**config.mk**
```make
export PLATFORM = sky130hd
export DESIGN_NAME = region_host
export DESIGN_NICKNAME = d
export VERILOG_FILES = /design/src/design/region_host_pkg.sv /design/src/design/src_region_check.sv /design/src/design/dst_region_check.sv /design/src/design/region_host.sv
export VERILOG_INCLUDE_DIRS = /design/src /design/src/design
export SDC_FILE = /design/constraint.sdc
export NUM_CORES = 1
export LEC_CHECK = 0
export ABC_AREA = 1
export BUFFER_PORTS_ARGS = -buffer_cell sky130_fd_sc_hd__buf_2
export CORE_AREA = 2 2 289 291
export CTS_CLUSTER_SIZE = 16
export DETAILED_ROUTE_END_ITERATION = 7
export DIE_AREA = 0 0 291 293
export PLACE_DENSITY = 0.63
export REMOVE_ABC_BUFFERS = 1
export SETUP_SLACK_MARGIN = 0.5
export SLEW_MARGIN = 40
export SYNTH_ARGS = -nofsm -noshare
export SYNTH_HDL_FRONTEND = slang
export SYNTH_SLANG_ARGS = --single-unit
```
**constraint.sdc**
```tcl
create_clock -name pclk -period 9.85 [get_ports pclk]
set_input_delay 1.97 -clock pclk [delete_from_list [all_inputs] [get_ports pclk]]
set_output_delay 1.97 -clock pclk [all_outputs]
set_load 0.02 [all_outputs]
```
**src/design/region_host_params.svh**
```systemverilog
// constants for the operand region host controller
`ifndef REGION_HOST_PARAMS_SVH
`define REGION_HOST_PARAMS_SVH

// register byte offsets
`define OFF_CTRL     8'h00
`define OFF_EXEC     8'h04
`define OFF_DST      8'h08
`define OFF_FIRST_SOURCE     8'h0c
`define OFF_SECOND_SOURCE     8'h10
`define OFF_STATUS   8'h14
`define OFF_VIOL     8'h18

// ctrl fields
`define CTRL_GO      0
`define CTRL_A16     1
`define CTRL_RAWMOV  2
`define CTRL_TWOSRC  3

// exec fields
`define EXEC_LOG     2:0
`define EXEC_TYPE    5:4

// shared origin, decoded as register number and byte subregister
`define F_ORIGIN     15:0
`define IDX_REG      15:5
`define IDX_SUB      4:0

// source fields
`define SRC_HS       17:16
`define SRC_WLOG     22:20
`define SRC_VS       27:24
`define SRC_SIZE     29:28
`define SRC_MODE     31:30

// destination fields
`define DST_STRIDE   17:16
`define DST_SIZE     21:20
`define DST_IND      24

// status fields
`define ST_BUSY      0
`define ST_DONE      1
`define ST_REJECT    2
`define ST_ILLEGAL   3

// region geometry in bytes, element sizes as log2 byte codes
`define GRF_BYTES    12'h020
`define HALF_BYTES   12'h010
`define SPAN_LIMIT   12'h040
`define EXEC_LIMIT   12'h040
`define SIZE_DF      2'h3
`define SIZE_W       2'h1
`define SIZE_D       2'h2

`endif

```
**src/design/region_host_pkg.sv**
```systemverilog
// types shared by the operand region host controller
package region_host_pkg;

	typedef enum logic [1:0] {
		MODE_DIRECT = 2'b00,
		MODE_ONE    = 2'b01,
		MODE_ROW    = 2'b10,
		MODE_ELEM   = 2'b11
	} addr_mode_t;

	typedef struct packed {
		logic [15:0] origin;
		logic [1:0]  hs;
		logic [2:0]  wlog;
		logic [3:0]  vs;
		logic [1:0]  size;
		addr_mode_t  mode;
	} src_region_t;

	typedef struct packed {
		logic [15:0] origin;
		logic [1:0]  stride;
		logic [1:0]  size;
		logic        indirect;
	} dst_region_t;

	typedef struct packed {
		logic        valid;
		logic        sixteen_byte_aligned_access;
		logic        raw_mov;
		logic        two_src;
		logic [2:0]  exec_log;
		logic [1:0]  etype;
		dst_region_t dst;
		src_region_t first_source;
		src_region_t second_source;
	} issue_t;

	typedef struct packed {
		logic ack;
		logic illegal;
	} answer_t;

	typedef enum logic [1:0] {
		ST_IDLE  = 2'b00,
		ST_CHECK = 2'b01,
		ST_ISSUE = 2'b10
	} host_state_t;

endpackage : region_host_pkg

```
**src/design/src_region_check.sv**
```systemverilog
// legality checks for one source region
`timescale 1ns/100ps
`include "region_host_params.svh"
module src_region_check
	import region_host_pkg::*;
#(
	parameter bit IS_SECOND = 1'b0
) (
	// region under test
	input  wire src_region_t r,
	input  wire logic [2:0]  exec_log,
	input  wire logic        sixteen_byte_aligned_access,
	// results
	output logic [8:0]       fail,
	output logic             two_reg,
	output logic             scalar,
	output logic             packed_word,
	output logic             half_ok
);
	logic [11:0] sz, hsb, vsb, w, rows, sub, row_span, last_row, last;
	logic [11:0] half, half_off, first_end, last_end;
	logic        hs_zero, vs_zero, direct;

	assign hs_zero   = (r.hs == 2'h0);
	assign vs_zero   = (r.vs == 4'h0);
	assign direct    = (r.mode == MODE_DIRECT);
	assign sz        = 12'h1 << r.size;
	assign hsb       = hs_zero ? 12'h0 : (sz << (r.hs - 2'h1));
	assign vsb       = vs_zero ? 12'h0 : (sz << (r.vs - 4'h1));
	assign w         = 12'h1 << r.wlog;
	assign rows      = (exec_log >= r.wlog) ?
		(12'h1 << (exec_log - r.wlog)) : 12'h1;
	assign sub       = {7'h0, r.origin[`IDX_SUB]};
	assign row_span  = 12'((w - 12'h1) * hsb);
	assign last_row  = 12'(sub + (rows - 12'h1) * vsb);
	assign last      = last_row + row_span + sz - 12'h1;
	assign half      = (12'h1 << exec_log) >> 1;
	assign half_off  = 12'((half >> r.wlog) * vsb + (half & (w - 12'h1)) * hsb);
	assign first_end = {7'h0, sub[4:0]} + row_span + sz - 12'h1;
	assign last_end  = {7'h0, last_row[4:0]} + row_span + sz - 12'h1;

	assign fail[0] = exec_log < r.wlog;
	assign fail[1] = (exec_log == r.wlog) && !hs_zero &&
		(vsb != 12'((w * hsb)));
	assign fail[2] = (r.wlog == 3'h0) && !hs_zero;
	assign fail[3] = (exec_log == 3'h0) && (r.wlog == 3'h0) &&
		!(hs_zero && vs_zero);
	assign fail[4] = hs_zero && vs_zero && (r.wlog != 3'h0);
	assign fail[5] = (first_end >= `GRF_BYTES) ||
		(last_end >= `GRF_BYTES);
	assign fail[6] = direct && (last >= `SPAN_LIMIT);
	assign fail[7] = (sixteen_byte_aligned_access && (sub[3:0] != 4'h0)) ||
		((r.size == `SIZE_DF) && (sub[2:0] != 3'h0));
	assign fail[8] = IS_SECOND && !(direct || r.mode == MODE_ONE);

	assign two_reg     = last >= `GRF_BYTES;
	assign scalar      = hs_zero && vs_zero && (r.wlog == 3'h0);
	assign packed_word = (r.size == `SIZE_W) && (r.hs == 2'h1) &&
		((r.wlog == exec_log) || (vsb == 12'(w * hsb)));
	assign half_ok     = half_off == `GRF_BYTES;

endmodule : src_region_check

```
**src/design/dst_region_check.sv**
```systemverilog
// legality checks for the destination region
`timescale 1ns/100ps
`include "region_host_params.svh"
module dst_region_check
	import region_host_pkg::*;
(
	// region under test
	input  wire dst_region_t d,
	input  wire logic [2:0]  exec_log,
	input  wire logic [1:0]  etype,
	input  wire logic        sixteen_byte_aligned_access,
	input  wire logic        raw_mov,
	// results
	output logic [6:0]       fail,
	output logic             two_reg,
	output logic             split_quarter,
	output logic             split_half,
	output logic             in_low,
	output logic             in_high
);
	logic [11:0] sz, sb, esz, sub, last, half_span, lane_off;
	logic        byte_dst;

	assign sz        = 12'h1 << d.size;
	assign sb        = (d.stride == 2'h0) ? 12'h0 :
		(sz << (d.stride - 2'h1));
	assign esz       = 12'h1 << etype;
	assign sub       = {7'h0, d.origin[`IDX_SUB]};
	assign last      = 12'(sub + ((12'h1 << exec_log) - 12'h1) * sb) + sz - 12'h1;
	assign half_span = 12'(((12'h1 << exec_log) >> 1) * sb);
	assign lane_off  = sub & (esz - 12'h1);
	assign byte_dst  = d.size == 2'h0;

	assign fail[0] = d.stride == 2'h0;
	assign fail[1] = !((lane_off == 12'h0) ||
		(byte_dst && lane_off == 12'h1));
	assign fail[2] = (exec_log != 3'h0) && (sb < esz);
	assign fail[3] = (etype > d.size) && (sb != esz);
	assign fail[4] = byte_dst && (d.stride == 2'h1) && !raw_mov;
	assign fail[5] = last >= `SPAN_LIMIT;
	assign fail[6] = (sixteen_byte_aligned_access && (sub[3:0] != 4'h0)) ||
		((d.size == `SIZE_DF) && (sub[2:0] != 3'h0));

	assign two_reg       = last >= `GRF_BYTES;
	assign split_quarter = (exec_log != 3'h0) && (half_span == `HALF_BYTES);
	assign split_half    = (exec_log != 3'h0) && (half_span == `GRF_BYTES);
	assign in_low        = last < `HALF_BYTES;
	assign in_high       = sub >= `HALF_BYTES;

endmodule : dst_region_check

```
**src/design/region_host.sv**
```systemverilog
// host controller: software sets up an operand region over apb, it is
// screened and then issued to the region checker
//
// Implementation choices: the placing of the registers and the APB slave port.
`timescale 1ns/100ps
`include "region_host_params.svh"
module region_host
	import region_host_pkg::*;
(
	// clock and reset
	input  wire logic        pclk,
	input  wire logic        presetn,
	// apb slave
	input  wire logic        psel,
	input  wire logic        penable,
	input  wire logic        pwrite,
	input  wire logic [7:0]  paddr,
	input  wire logic [31:0] pwdata,
	output logic [31:0]      prdata,
	output logic             pready,
	output logic             pslverr,
	// link to the region checker
	output issue_t           issue,
	input  wire answer_t     answer
);
	////////////////////////////////////////////////////////////////////////
	// configuration registers
	logic        a16_reg, a16_next;
	logic        rawmov_reg, rawmov_next;
	logic        twosrc_reg, twosrc_next;
	logic [2:0]  exec_log_reg, exec_log_next;
	logic [1:0]  etype_reg, etype_next;
	dst_region_t dst_reg, dst_next;
	src_region_t first_source_reg, first_source_next;
	src_region_t second_source_reg, second_source_next;

	// status registers
	host_state_t state_reg, state_next;
	logic        done_reg, done_next;
	logic        reject_reg, reject_next;
	logic        illegal_reg, illegal_next;
	logic [29:0] viol_reg, viol_next;
	issue_t      issue_reg, issue_next;

	// bus output registers
	logic [31:0] prdata_reg, prdata_next;
	logic        pready_reg, pready_next;
	logic        pslverr_reg, pslverr_next;

	////////////////////////////////////////////////////////////////////////
	// apb decode: one wait state, answer registered
	logic        access, wr, hit_ctrl, hit_exec, hit_dst, hit_first_source, hit_second_source;
	logic        hit_status, hit_viol, mapped, go_wr;
	logic [31:0] status_word, rd_word;

	assign access     = psel && penable && !pready_reg;
	assign wr         = access && pwrite;
	assign hit_ctrl   = paddr == `OFF_CTRL;
	assign hit_exec   = paddr == `OFF_EXEC;
	assign hit_dst    = paddr == `OFF_DST;
	assign hit_first_source   = paddr == `OFF_FIRST_SOURCE;
	assign hit_second_source   = paddr == `OFF_SECOND_SOURCE;
	assign hit_status = paddr == `OFF_STATUS;
	assign hit_viol   = paddr == `OFF_VIOL;
	assign mapped     = hit_ctrl | hit_exec | hit_dst | hit_first_source |
		hit_second_source | hit_status | hit_viol;
	assign go_wr      = wr && hit_ctrl && pwdata[`CTRL_GO];

	assign status_word = {28'h0, illegal_reg, reject_reg, done_reg,
		state_reg != ST_IDLE};

	assign rd_word =
		hit_ctrl   ? {28'h0, twosrc_reg, rawmov_reg, a16_reg, 1'b0} :
		hit_exec   ? {26'h0, etype_reg, 1'b0, exec_log_reg} :
		hit_dst    ? {7'h0, dst_reg.indirect, 2'h0, dst_reg.size,
			2'h0, dst_reg.stride, dst_reg.origin} :
		hit_first_source   ? {first_source_reg.mode, first_source_reg.size, first_source_reg.vs, 1'b0,
			first_source_reg.wlog, 2'h0, first_source_reg.hs, first_source_reg.origin} :
		hit_second_source   ? {second_source_reg.mode, second_source_reg.size, second_source_reg.vs, 1'b0,
			second_source_reg.wlog, 2'h0, second_source_reg.hs, second_source_reg.origin} :
		hit_status ? status_word :
		hit_viol   ? {2'h0, viol_reg} : 32'h0;

	assign pready_next  = access;
	assign pslverr_next = access && !mapped;
	assign prdata_next  = (access && !pwrite) ? rd_word : 32'h0;

	////////////////////////////////////////////////////////////////////////
	// field writes, held while an order is in flight
	logic cfg_wr;

	assign cfg_wr = wr && (state_reg == ST_IDLE);

	assign a16_next    = (cfg_wr && hit_ctrl) ? pwdata[`CTRL_A16] : a16_reg;
	assign rawmov_next = (cfg_wr && hit_ctrl) ?
		pwdata[`CTRL_RAWMOV] : rawmov_reg;
	assign twosrc_next = (cfg_wr && hit_ctrl) ?
		pwdata[`CTRL_TWOSRC] : twosrc_reg;
	assign exec_log_next = (cfg_wr && hit_exec) ?
		pwdata[`EXEC_LOG] : exec_log_reg;
	assign etype_next  = (cfg_wr && hit_exec) ? pwdata[`EXEC_TYPE] : etype_reg;
	assign dst_next    = (cfg_wr && hit_dst) ?
		dst_region_t'{origin: pwdata[`F_ORIGIN], stride: pwdata[`DST_STRIDE],
		size: pwdata[`DST_SIZE], indirect: pwdata[`DST_IND]} : dst_reg;
	assign first_source_next   = (cfg_wr && hit_first_source) ? src_field(pwdata) : first_source_reg;
	assign second_source_next   = (cfg_wr && hit_second_source) ? src_field(pwdata) : second_source_reg;

	function automatic src_region_t src_field(input logic [31:0] v);
		src_region_t s;
		s.origin = v[`F_ORIGIN];
		s.hs     = v[`SRC_HS];
		s.wlog   = v[`SRC_WLOG];
		s.vs     = v[`SRC_VS];
		s.size   = v[`SRC_SIZE];
		s.mode   = addr_mode_t'(v[`SRC_MODE]);
		return s;
	endfunction : src_field

	////////////////////////////////////////////////////////////////////////
	// region screening
	logic [8:0]  s0_fail, s1_fail;
	logic [6:0]  d_fail;
	logic        s0_two, s0_scalar, s0_pword, s0_half;
	logic        s1_two, s1_scalar, s1_pword, s1_half;
	logic        d_two, d_quarter, d_split, d_low, d_high;

	src_region_check #(.IS_SECOND(1'b0)) u_first_source (
		.r           (first_source_reg),
		.exec_log    (exec_log_reg),
		.sixteen_byte_aligned_access     (a16_reg),
		.fail        (s0_fail),
		.two_reg     (s0_two),
		.scalar      (s0_scalar),
		.packed_word (s0_pword),
		.half_ok     (s0_half)
	);

	src_region_check #(.IS_SECOND(1'b1)) u_second_source (
		.r           (second_source_reg),
		.exec_log    (exec_log_reg),
		.sixteen_byte_aligned_access     (a16_reg),
		.fail        (s1_fail),
		.two_reg     (s1_two),
		.scalar      (s1_scalar),
		.packed_word (s1_pword),
		.half_ok     (s1_half)
	);

	dst_region_check u_dst (
		.d             (dst_reg),
		.exec_log      (exec_log_reg),
		.etype         (etype_reg),
		.sixteen_byte_aligned_access       (a16_reg),
		.raw_mov       (rawmov_reg),
		.fail          (d_fail),
		.two_reg       (d_two),
		.split_quarter (d_quarter),
		.split_half    (d_split),
		.in_low        (d_low),
		.in_high       (d_high)
	);

	logic [1:0]  max_size;
	logic [11:0] exec_bytes;
	logic        s1_two_used, s1_ok_two, s0_ok_two, double_word_type_dst;
	logic [4:0]  combo_fail;
	logic [8:0]  s1_fail_used;
	logic        any_fail;

	assign max_size = (first_source_reg.size > dst_reg.size) ?
		first_source_reg.size : dst_reg.size;
	assign exec_bytes = (12'h1 << exec_log_reg) <<
		((twosrc_reg && second_source_reg.size > max_size) ? second_source_reg.size : max_size);
	assign s1_two_used  = twosrc_reg && s1_two;
	assign s1_fail_used = twosrc_reg ? s1_fail : 9'h0;
	assign double_word_type_dst    = (dst_reg.size == `SIZE_D) && (dst_reg.stride == 2'h1);
	assign s0_ok_two    = s0_two || s0_scalar || (s0_pword && double_word_type_dst);
	assign s1_ok_two    = !twosrc_reg || s1_two || s1_scalar ||
		(s1_pword && double_word_type_dst);

	assign combo_fail[0] = exec_bytes > `EXEC_LIMIT;
	assign combo_fail[1] = (s0_two || s1_two_used) && !d_two &&
		!(d_low || d_high || d_quarter);
	assign combo_fail[2] = d_two && (s0_two || s1_two_used) &&
		(!d_split || (s0_two && !s0_half) ||
		(s1_two_used && !s1_half));
	assign combo_fail[3] = d_two && !(s0_ok_two && s1_ok_two);
	assign combo_fail[4] = ((first_source_reg.mode == MODE_ROW) ||
		(first_source_reg.mode == MODE_ELEM)) && d_two;

	assign any_fail = |{combo_fail, d_fail, s1_fail_used, s0_fail};

	////////////////////////////////////////////////////////////////////////
	// order sequencing
	issue_t issue_cfg;

	// origins go out as index values, register over byte
	assign issue_cfg = '{valid: 1'b1, sixteen_byte_aligned_access: a16_reg, raw_mov: rawmov_reg,
		two_src: twosrc_reg, exec_log: exec_log_reg, etype: etype_reg,
		dst: dst_reg, first_source: first_source_reg, second_source: second_source_reg};

	always_comb begin
		state_next   = state_reg;
		done_next    = done_reg;
		reject_next  = reject_reg;
		illegal_next = illegal_reg;
		viol_next    = viol_reg;
		issue_next   = issue_reg;
		case (state_reg)
			ST_IDLE: begin
				if (go_wr) begin
					done_next    = 1'b0;
					reject_next  = 1'b0;
					illegal_next = 1'b0;
					state_next   = ST_CHECK;
				end
			end
			ST_CHECK: begin
				// dst indirect always goes out as one index
				viol_next = {combo_fail, d_fail, s1_fail_used, s0_fail};
				if (any_fail) begin
					reject_next = 1'b1;
					done_next   = 1'b1;
					state_next  = ST_IDLE;
				end else begin
					issue_next = issue_cfg;
					state_next = ST_ISSUE;
				end
			end
			ST_ISSUE: begin
				// checker splits halves itself
				if (answer.ack) begin
					issue_next.valid = 1'b0;
					illegal_next     = answer.illegal;
					done_next        = 1'b1;
					state_next       = ST_IDLE;
				end
			end
			default: begin
				state_next = ST_IDLE;
			end
		endcase
	end

	////////////////////////////////////////////////////////////////////////
	// flip-flops
	always_ff @(posedge pclk or negedge presetn) begin
		if (!presetn) begin
			a16_reg      <= 1'b0;
			rawmov_reg   <= 1'b0;
			twosrc_reg   <= 1'b0;
			exec_log_reg <= 3'h0;
			etype_reg    <= 2'h0;
			dst_reg      <= '0;
			first_source_reg     <= '0;
			second_source_reg     <= '0;
		end else begin
			a16_reg      <= a16_next;
			rawmov_reg   <= rawmov_next;
			twosrc_reg   <= twosrc_next;
			exec_log_reg <= exec_log_next;
			etype_reg    <= etype_next;
			dst_reg      <= dst_next;
			first_source_reg     <= first_source_next;
			second_source_reg     <= second_source_next;
		end
	end

	always_ff @(posedge pclk or negedge presetn) begin
		if (!presetn) begin
			state_reg   <= ST_IDLE;
			done_reg    <= 1'b0;
			reject_reg  <= 1'b0;
			illegal_reg <= 1'b0;
			viol_reg    <= 30'h0;
			issue_reg   <= '0;
		end else begin
			state_reg   <= state_next;
			done_reg    <= done_next;
			reject_reg  <= reject_next;
			illegal_reg <= illegal_next;
			viol_reg    <= viol_next;
			issue_reg   <= issue_next;
		end
	end

	always_ff @(posedge pclk or negedge presetn) begin
		if (!presetn) begin
			prdata_reg  <= 32'h0;
			pready_reg  <= 1'b0;
			pslverr_reg <= 1'b0;
		end else begin
			prdata_reg  <= prdata_next;
			pready_reg  <= pready_next;
			pslverr_reg <= pslverr_next;
		end
	end

	assign prdata  = prdata_reg;
	assign pready  = pready_reg;
	assign pslverr = pslverr_reg;
	assign issue   = issue_reg;

endmodule : region_host

```
## Word level (Yosys, flattened, before mapping)

Cells that the tools add are included.

| word-level totals | value |
|---|---|
| output and inout bits | 122 |
| register bits after elaboration | 243 |
| word-level logic and storage cells | 353 |

| operators by class | value |
|---|---|
| shift operators | 17 |
| $mul | 12 |
| bitwise operators | 10 |
| equal/unequal tests | 38 |
| add/sub/neg operators | 38 |
| multiplexer cells | 32 |
| reductions and logical operators | 134 |
| order comparisons | 21 |

Operators by type and width:

| kind | number |
|---|---|
| $mux 32 | 6 |
| $sub 12x1->12 const B | 13 |
| $add 12x12->12 | 11 |
| $mul 12x12->12 | 11 |
| $mux 88 | 1 |
| $add 5x12->12 | 7 |
| $ge 12x6->1 const B | 7 |
| $mux 12 | 7 |
| $logic_and 1x1->1 | 62 |
| $mux 30 | 2 |
| $shl 1x3->12 const A | 5 |
| $shl 1x2->12 const A | 4 |
| $shl 12x2->12 | 4 |
| $eq 12x6->1 const B | 3 |
| $ge 12x7->1 const B | 3 |
| $ne 12x12->1 | 3 |
| $reduce_or 29->1 | 1 |
| $and 11x12->12 | 2 |
| $eq 12x12->1 | 2 |
| $eq 8x5->1 const B | 3 |
| $shl 12x4->12 | 2 |
| $shr 11x3->12 | 2 |
| $reduce_bool 3->1 | 7 |
| $logic_or 1x1->1 | 20 |
| 39 further kinds | 114 |

## Longest topological paths before layout

| depth | value |
|---|---|
| depth after elaboration | 19 |
| mapped depth | 59 |
| gate-level depth less buffers | 58 |

## Hierarchy

Synthesis repeated with hierarchy kept, for this count alone.

| second synthesis, totals | value |
|---|---|
| cells, all modules | 5,159 |
| area total of the unflattened synthesis | 38,891.0 µm² |

By module, submodules not included:

| module | instances | seq. area each (µm²) | cells each | area an instance (µm²) |
|---|---|---|---|---|
| src_region_check at u_first_source | 1 | 0.0 | 1,693 | 12,187.9 |
| src_region_check at u_second_source | 1 | 0.0 | 1,693 | 12,131.6 |
| region_host | 1 | 6,105.9 | 1,148 | 10,089.7 |
| dst_region_check | 1 | 0.0 | 625 | 4,481.8 |

## Worst setup path before layout

No wires, ideal clock.

| timing | value |
|---|---|
| path kind | reg2reg |
| from | register exec_log_reg[0] |
| to | register done_reg |
| clock period less this slack | 8.941 ns |
| setup time | 0.117 ns |
| buffers on the path | 3 |
| data required time | 9.733 ns |
| path slack | 0.909 ns |
| stages on the path, launching flop included | 52 |
| arrival time | 8.823 ns |
| path through | dfrtp_1 > buf_4 > inv_1 > ha_1 > inv_1 > fa_1 > nor2_1 > inv_1 > o21ai_2 > inv_1 > ha_1 > nand4_1 > a21boi_0 > nand2_1 > fa_1 > inv_1 > ha_1 > fa_1 > [... 16 more ...] > nor2_1 > nand3_1 > o2111ai_1 > xor2_1 > nand3b_1 > nand2_1 > nand2_1 > nand3_2 > nor2_2 > nand2_1 > nand2_1 > nand2_1 > nor2_4 > nand2_4 > buf_6 > buf_6 > nand4_1 > nand2_1 |

| between the ends | value |
|---|---|
| word-level cells in the longest chain between the ends | 19 |

Ends and longest elaborated chain:

| element | RTL line | text |
|---|---|---|
| from (decl) | region_host.sv:31 | `logic [2:0] exec_log_reg, exec_log_next;` |
| from (signal assigned) | region_host.sv:261 | `exec_log_reg <= exec_log_next;` |
| $sub 3x3->3 | src_region_check.sv:32 | `(12'h1 << (exec_log - r.wlog)) : 12'h1;` |
| $shl 1x3->12 | src_region_check.sv:32 |  |
| $mux 12 | src_region_check.sv:31 | `assign rows = (exec_log >= r.wlog) ?` |
| $sub 12x1->12 | src_region_check.sv:35 | `assign last_row = 12'(sub + (rows - 12'h1) * vsb);` |
| $mul 12x12->12 | src_region_check.sv:35 |  |
| $add 5x12->12 | src_region_check.sv:35 |  |
| $add 12x12->12 (2 in a row) | src_region_check.sv:36 | `assign last = last_row + row_span + sz - 12'h1;` |
| $sub 12x1->12 | src_region_check.sv:36 |  |
| $ge 12x6->1 (no line) | n/a |  |
| $logic_or 1x1->1 (3 in a row) | region_host.sv:178 | `assign s1_ok_two = !twosrc_reg \|\| s1_two \|\| s1_scalar \|\|` |
| $logic_and 1x1->1 | region_host.sv:187 | `assign combo_fail[3] = d_two && !(s0_ok_two && s1_ok_two);` |
| $logic_not 1->1 | region_host.sv:187 |  |
| $logic_and 1x1->1 | region_host.sv:187 |  |
| $reduce_or 29->1 (*) | region_host.sv:191 | `assign any_fail = \|{combo_fail, d_fail, s1_fail_used, s0_fail};` |
| $ne 2x2->1 (no line) (*) | n/a |  |
| $reduce_and 4->1 (no line) (*) | n/a |  |
| to (signal assigned) | region_host.sv:279 | `done_reg <= done_next;` |
| to (decl) | region_host.sv:39 | `logic done_reg, done_next;` |

Every way passes the cells marked *; elsewhere a longest branch is shown, timed or not.
A chain may end at the register's enable or synchronous reset.

## Worst setup path in the final report

| timing | value |
|---|---|
| from | register exec_log_reg[0] |
| to | register issue_reg (netlist bit issue[4]) |

| between the ends | value |
|---|---|
| word-level cells in the longest chain between the ends | 19 |

Ends and longest elaborated chain:

| element | RTL line | text |
|---|---|---|
| $sub 3x3->3 | src_region_check.sv:32 |  |
| $shl 1x3->12 | src_region_check.sv:32 |  |
| $mux 12 | src_region_check.sv:31 |  |
| $sub 12x1->12 | src_region_check.sv:35 |  |
| $mul 12x12->12 | src_region_check.sv:35 |  |
| $add 5x12->12 | src_region_check.sv:35 |  |
| $add 12x12->12 (2 in a row) | src_region_check.sv:36 |  |
| $sub 12x1->12 | src_region_check.sv:36 |  |
| $ge 12x6->1 (no line) | n/a |  |
| $logic_or 1x1->1 (3 in a row) | region_host.sv:178 |  |
| $logic_and 1x1->1 | region_host.sv:187 |  |
| $logic_not 1->1 | region_host.sv:187 |  |
| $logic_and 1x1->1 | region_host.sv:187 |  |
| $reduce_or 29->1 (*) | region_host.sv:191 |  |
| $not 1->1 (no line) (*) | n/a |  |
| $reduce_and 2->1 (no line) (*) | n/a |  |
| to (signal assigned) | region_host.sv:283 | `issue_reg <= issue_next;` |
| to (decl) | region_host.sv:43 | `issue_t issue_reg, issue_next;` |

Marked as above.

==> impl_results.md <==
* Status: completed
* Clk Latency, worst-skew pair at 570 ps
* Peak Freq at 111 MHz
* Hold depth at 2
* Critical hold path startpoint: viol_reg[19]$_DFFE_PN0P_
* Synthesized cell area at 39100 um^2
* Async set-reset flop share out of synthesis at 100%
* Layout overhead on the synthesized area at 10.7%
* Post-DR vias/cell at 5.29
* DRC at 0
* Flops & latches, synth at 243
* Die area at 85300 um^2
* Max_cap viols at 0
* Layout Nets at 6449
* Reg-to-reg slack, setup at 840 ps
* Clock-pin slew on the worst setup and hold paths at 60 ps
* FILL cells at 8020
* Placeable Area at 81800 um^2
* Clock sink count at 243
* Final slew viol count at 0
* Post-synth top area share at 22.1%
* Vias in the first global route at 33500
* Max_slew headroom at 39.2%
* Final setup fails at 0
* Final WL at 119 mm
* Dpl hpwl at 96.1 mm
* DR top layer: met5
* Worst r2r src: exec_log_reg[0]$_DFFE_PN0P_
* All-layer global routing usage at 27.7%
* CTS Buf Count at 26
* Final core area utilization at 52.9%
* Crit-path most repeated cell: inv_1
* Setup crit end kind: flip-flop
* Worst hold endpoint: prdata[19]$_DFF_PN0_
* First-pass GRT wire length at 186 mm
* Hold crit path type: flip-flop to flip-flop
* Post-Route M1 WL at 51.7 mm
* Max stage delay on crit path at 550 ps
* Critical path class: flip-flop to flip-flop
* P_leak at 0.0238 uW
* CTS Hold Bufs at 0
* Largest register FFs at 88
* Most area-hungry cell type in the Yosys netlist: fa_1
* H-tree depth at 1
* Critical Path Fanout Max at 8
* R2R depth at 49
* Rows at 105
* Post-route setup TNS at 0 ps
* CTS tree: built
* First-pass detailed-route iteration total at 6
* Post-Syn Area per Cell at 7.52 um^2
* Fin crit share at 91.5%
* Final ANT Viol Nets at 0
* Met2 WL at 54.4 mm
* Peak VDD IR at 120 uV
* Setup repair after global routing missed its margin: false
* Critical path data required time at 10300 ps
* Seq/Total Area, Yosys at 15.5%
* GP Congestion at 0.959
* Tmin final at 9010 ps
* Share of layout cells above drive strength 1 at 9.13%
* Initial antenna violation count at 3
* DR WL/cell at 18.3 um
* Slew of the pin with the lowest slew margin at 911 ps
* Largest net degree at the start of global routing at 100
* Metal3 WL at 9.52 mm
* Worst r2r dst: issue[4]$_DFFE_PN0P_
* Top FF cell, synth: dfrtp_1
* Post-synth cell types at 61
* Crit start category: flip-flop
* Die Y at 293 um
* Fin Clk Skew at 32.0 ps
* Starting Density at 47.8%
* Hold Vio Cnt, Final at 0
* Post-synth EDFFs at 0
* Cell Pwr Density at 65.4 nW/um^2
* Yosys Warn Count at 0
* Gr ovfl total at 0
* Vias at 34500
* WP data arrival at 9460 ps
* 1st-iter DRT viols at 2854
* Post-layout power at 2830 uW
* Port buffer count at 165
* Ports at 169
* Die width at 291 um
* Root Buffer: clkbuf_16
* Deepest clock path buffer count at 3
* Cells after Synth at 5200
* Main area contributors after synthesis: fa_1, ha_1, dfrtp_1
* Crit path max-delay cell type: fa_2
-- metrics by stage --
stage	hold WS [ps]	cell area (um^2)	setup WS, ps	std cells
after CTS	472	42400	505	6473
after detailed placement	461	41500	221	6426
after global routing	496	43300	456	6514
after floorplan	442	38700	63.9	5121
after global placement	458	41400	334	6426
final	466	43300	837	6517
-- kinds of logic after synthesis --
| group | after synthesis | synth area share (%) |
|---|---|---|
| and+or+nand+nor | 2061 | 21.8 |
| buffers and inverters | 1239 | 12.2 |
| adders and majority gates | 977 | 39.5 |
| AOI/OAI and AO/OA | 537 | 7.64 |
| DFF | 243 | 15.5 |
| xor gates and xnor gates | 141 | 3.24 |
| other | 2 | 0.0192 |
-- report_power, final --
| group | total (uW) | internal [uW] | switching, uW | leakage [uW] |
|---|---|---|---|---|
| clock network | 1020 | 597 | 428 | 0.000424 |
| registers | 1050 | 1030 | 18.9 | 0.00336 |
| logic | 761 | 270 | 492 | 0.0200 |
| total | 2830 | 1890 | 939 | 0.0238 |
-- how the worst max path moves through the flow --
| stage | startpoint | to | slack (ps) | depth (start not counted) |
|---|---|---|---|---|
| after global routing | exec_log_reg[0]$_DFFE_PN0P_ | issue[2]$_DFFE_PN0P_ | 460 | 50 |
| after floorplan | exec_log_reg[0]$_DFFE_PN0P_ | issue[87]$_DFFE_PN0P_ | 60 | 48 |
| after detailed placement | exec_log_reg[0]$_DFFE_PN0P_ | issue[60]$_DFFE_PN0P_ | 220 | 48 |
| after CTS | exec_log_reg[0]$_DFFE_PN0P_ | issue[4]$_DFFE_PN0P_ | 500 | 48 |
| final | exec_log_reg[0]$_DFFE_PN0P_ | issue[4]$_DFFE_PN0P_ | 840 | 49 |
| after global placement | exec_log_reg[0]$_DFFE_PN0P_ | issue[60]$_DFFE_PN0P_ | 330 | 48 |
-- Yosys cell counts (5+ instances only) --
| cell type | n |
|---|---|
| nand2_1 | 1116 |
| inv_1 | 1091 |
| nor2_1 | 577 |
| ha_1 | 546 |
| fa_1 | 431 |
| dfrtp_1 | 243 |
| o21ai_0 | 223 |
| nand3_1 | 187 |
| a21oi_1 | 149 |
| xor2_1 | 88 |
| clkbuf_1 | 69 |
| o21ai_1 | 55 |
| xnor2_1 | 50 |
| nor3_1 | 43 |
| nand4_1 | 39 |
| nand3b_1 | 28 |
| o211ai_1 | 27 |
| inv_2 | 26 |
| nand2_2 | 17 |
| buf_2 | 16 |
| nor2_2 | 14 |
| buf_6 | 11 |
| a211oi_1 | 9 |
| a21o_1 | 9 |
| o21ai_2 | 9 |
| a31oi_1 | 8 |
| buf_4 | 8 |
| clkinv_1 | 8 |
| nor2_4 | 8 |
| o21bai_1 | 8 |
| buf_1 | 7 |
| nand3_2 | 7 |
| a21boi_0 | 6 |
| o2111ai_1 | 6 |
| o22ai_1 | 5 |
-- timing repair --
action	in CTS	in global routing
buffers inserted	1	29
endpoints found under the setup margin	91	93
resized for setup	13	96
pin swaps	1	27
gates cloned	0	10
-- cell usage in the layout, fill, tap and decap left out, types with 8 or more instances in the layout --
master	count
nand3_2	9
ha_1	534
a211oi_1	9
clkbuf_16	34
buf_4	89
buf_2	164
fa_1	429
xnor2_1	50
nor2_1	567
nand2_2	30
a21oi_2	12
o21ai_2	12
ha_4	8
xor2_1	86
nand3_1	182
nand2_1	1098
dfrtp_1	242
inv_2	32
o21ai_1	59
nor2_4	12
inv_1	1083
o211ai_1	27
o21ai_0	215
nor2_2	20
nand3b_1	28
nor3_1	43
clkbuf_1	8
nand4_1	39
a21o_1	9
conb_1	34
a21oi_1	138
-- worst max-delay path: cells and delay by family (launching register included) --
| kind | cells | cell delay [ps] |
|---|---|---|
| AO/OA/AOI/OAI | 8 | 1110 |
| XOR/XNOR | 2 | 370 |
| adder cells (fa/ha/maj) | 12 | 4220 |
| buffers and inverters | 13 | 1210 |
| flip-flops | 1 | 390 |
| AND/OR/NAND/NOR | 14 | 1560 |
-- cell type report --
cell class                      instances  area, um^2  share of cell area, %
Multi-Input combinational cell       3751       28800                   66.5
Clock inverter                          8         134                  0.309
Inverter                             1128        4260                   9.83
Antenna cell                            4        10.0                 0.0231
Sequential cell                       243        6080                   14.0
Tap cell                             1070        1340                   3.09
Clock buffer                           38         736                   1.70
Timing Repair Buffer                  275        1950                   4.51
-- layer usage --
layer | vias to the layer above | track usage, %
met5 | - | 0
met4 | 2 | 7.66
met3 | 211 | 3.49
met2 | 1196 | 45.0
met1 | 16600 | 38.9
li1 | 16400 | -
Power figures use the tool's default switching activity.
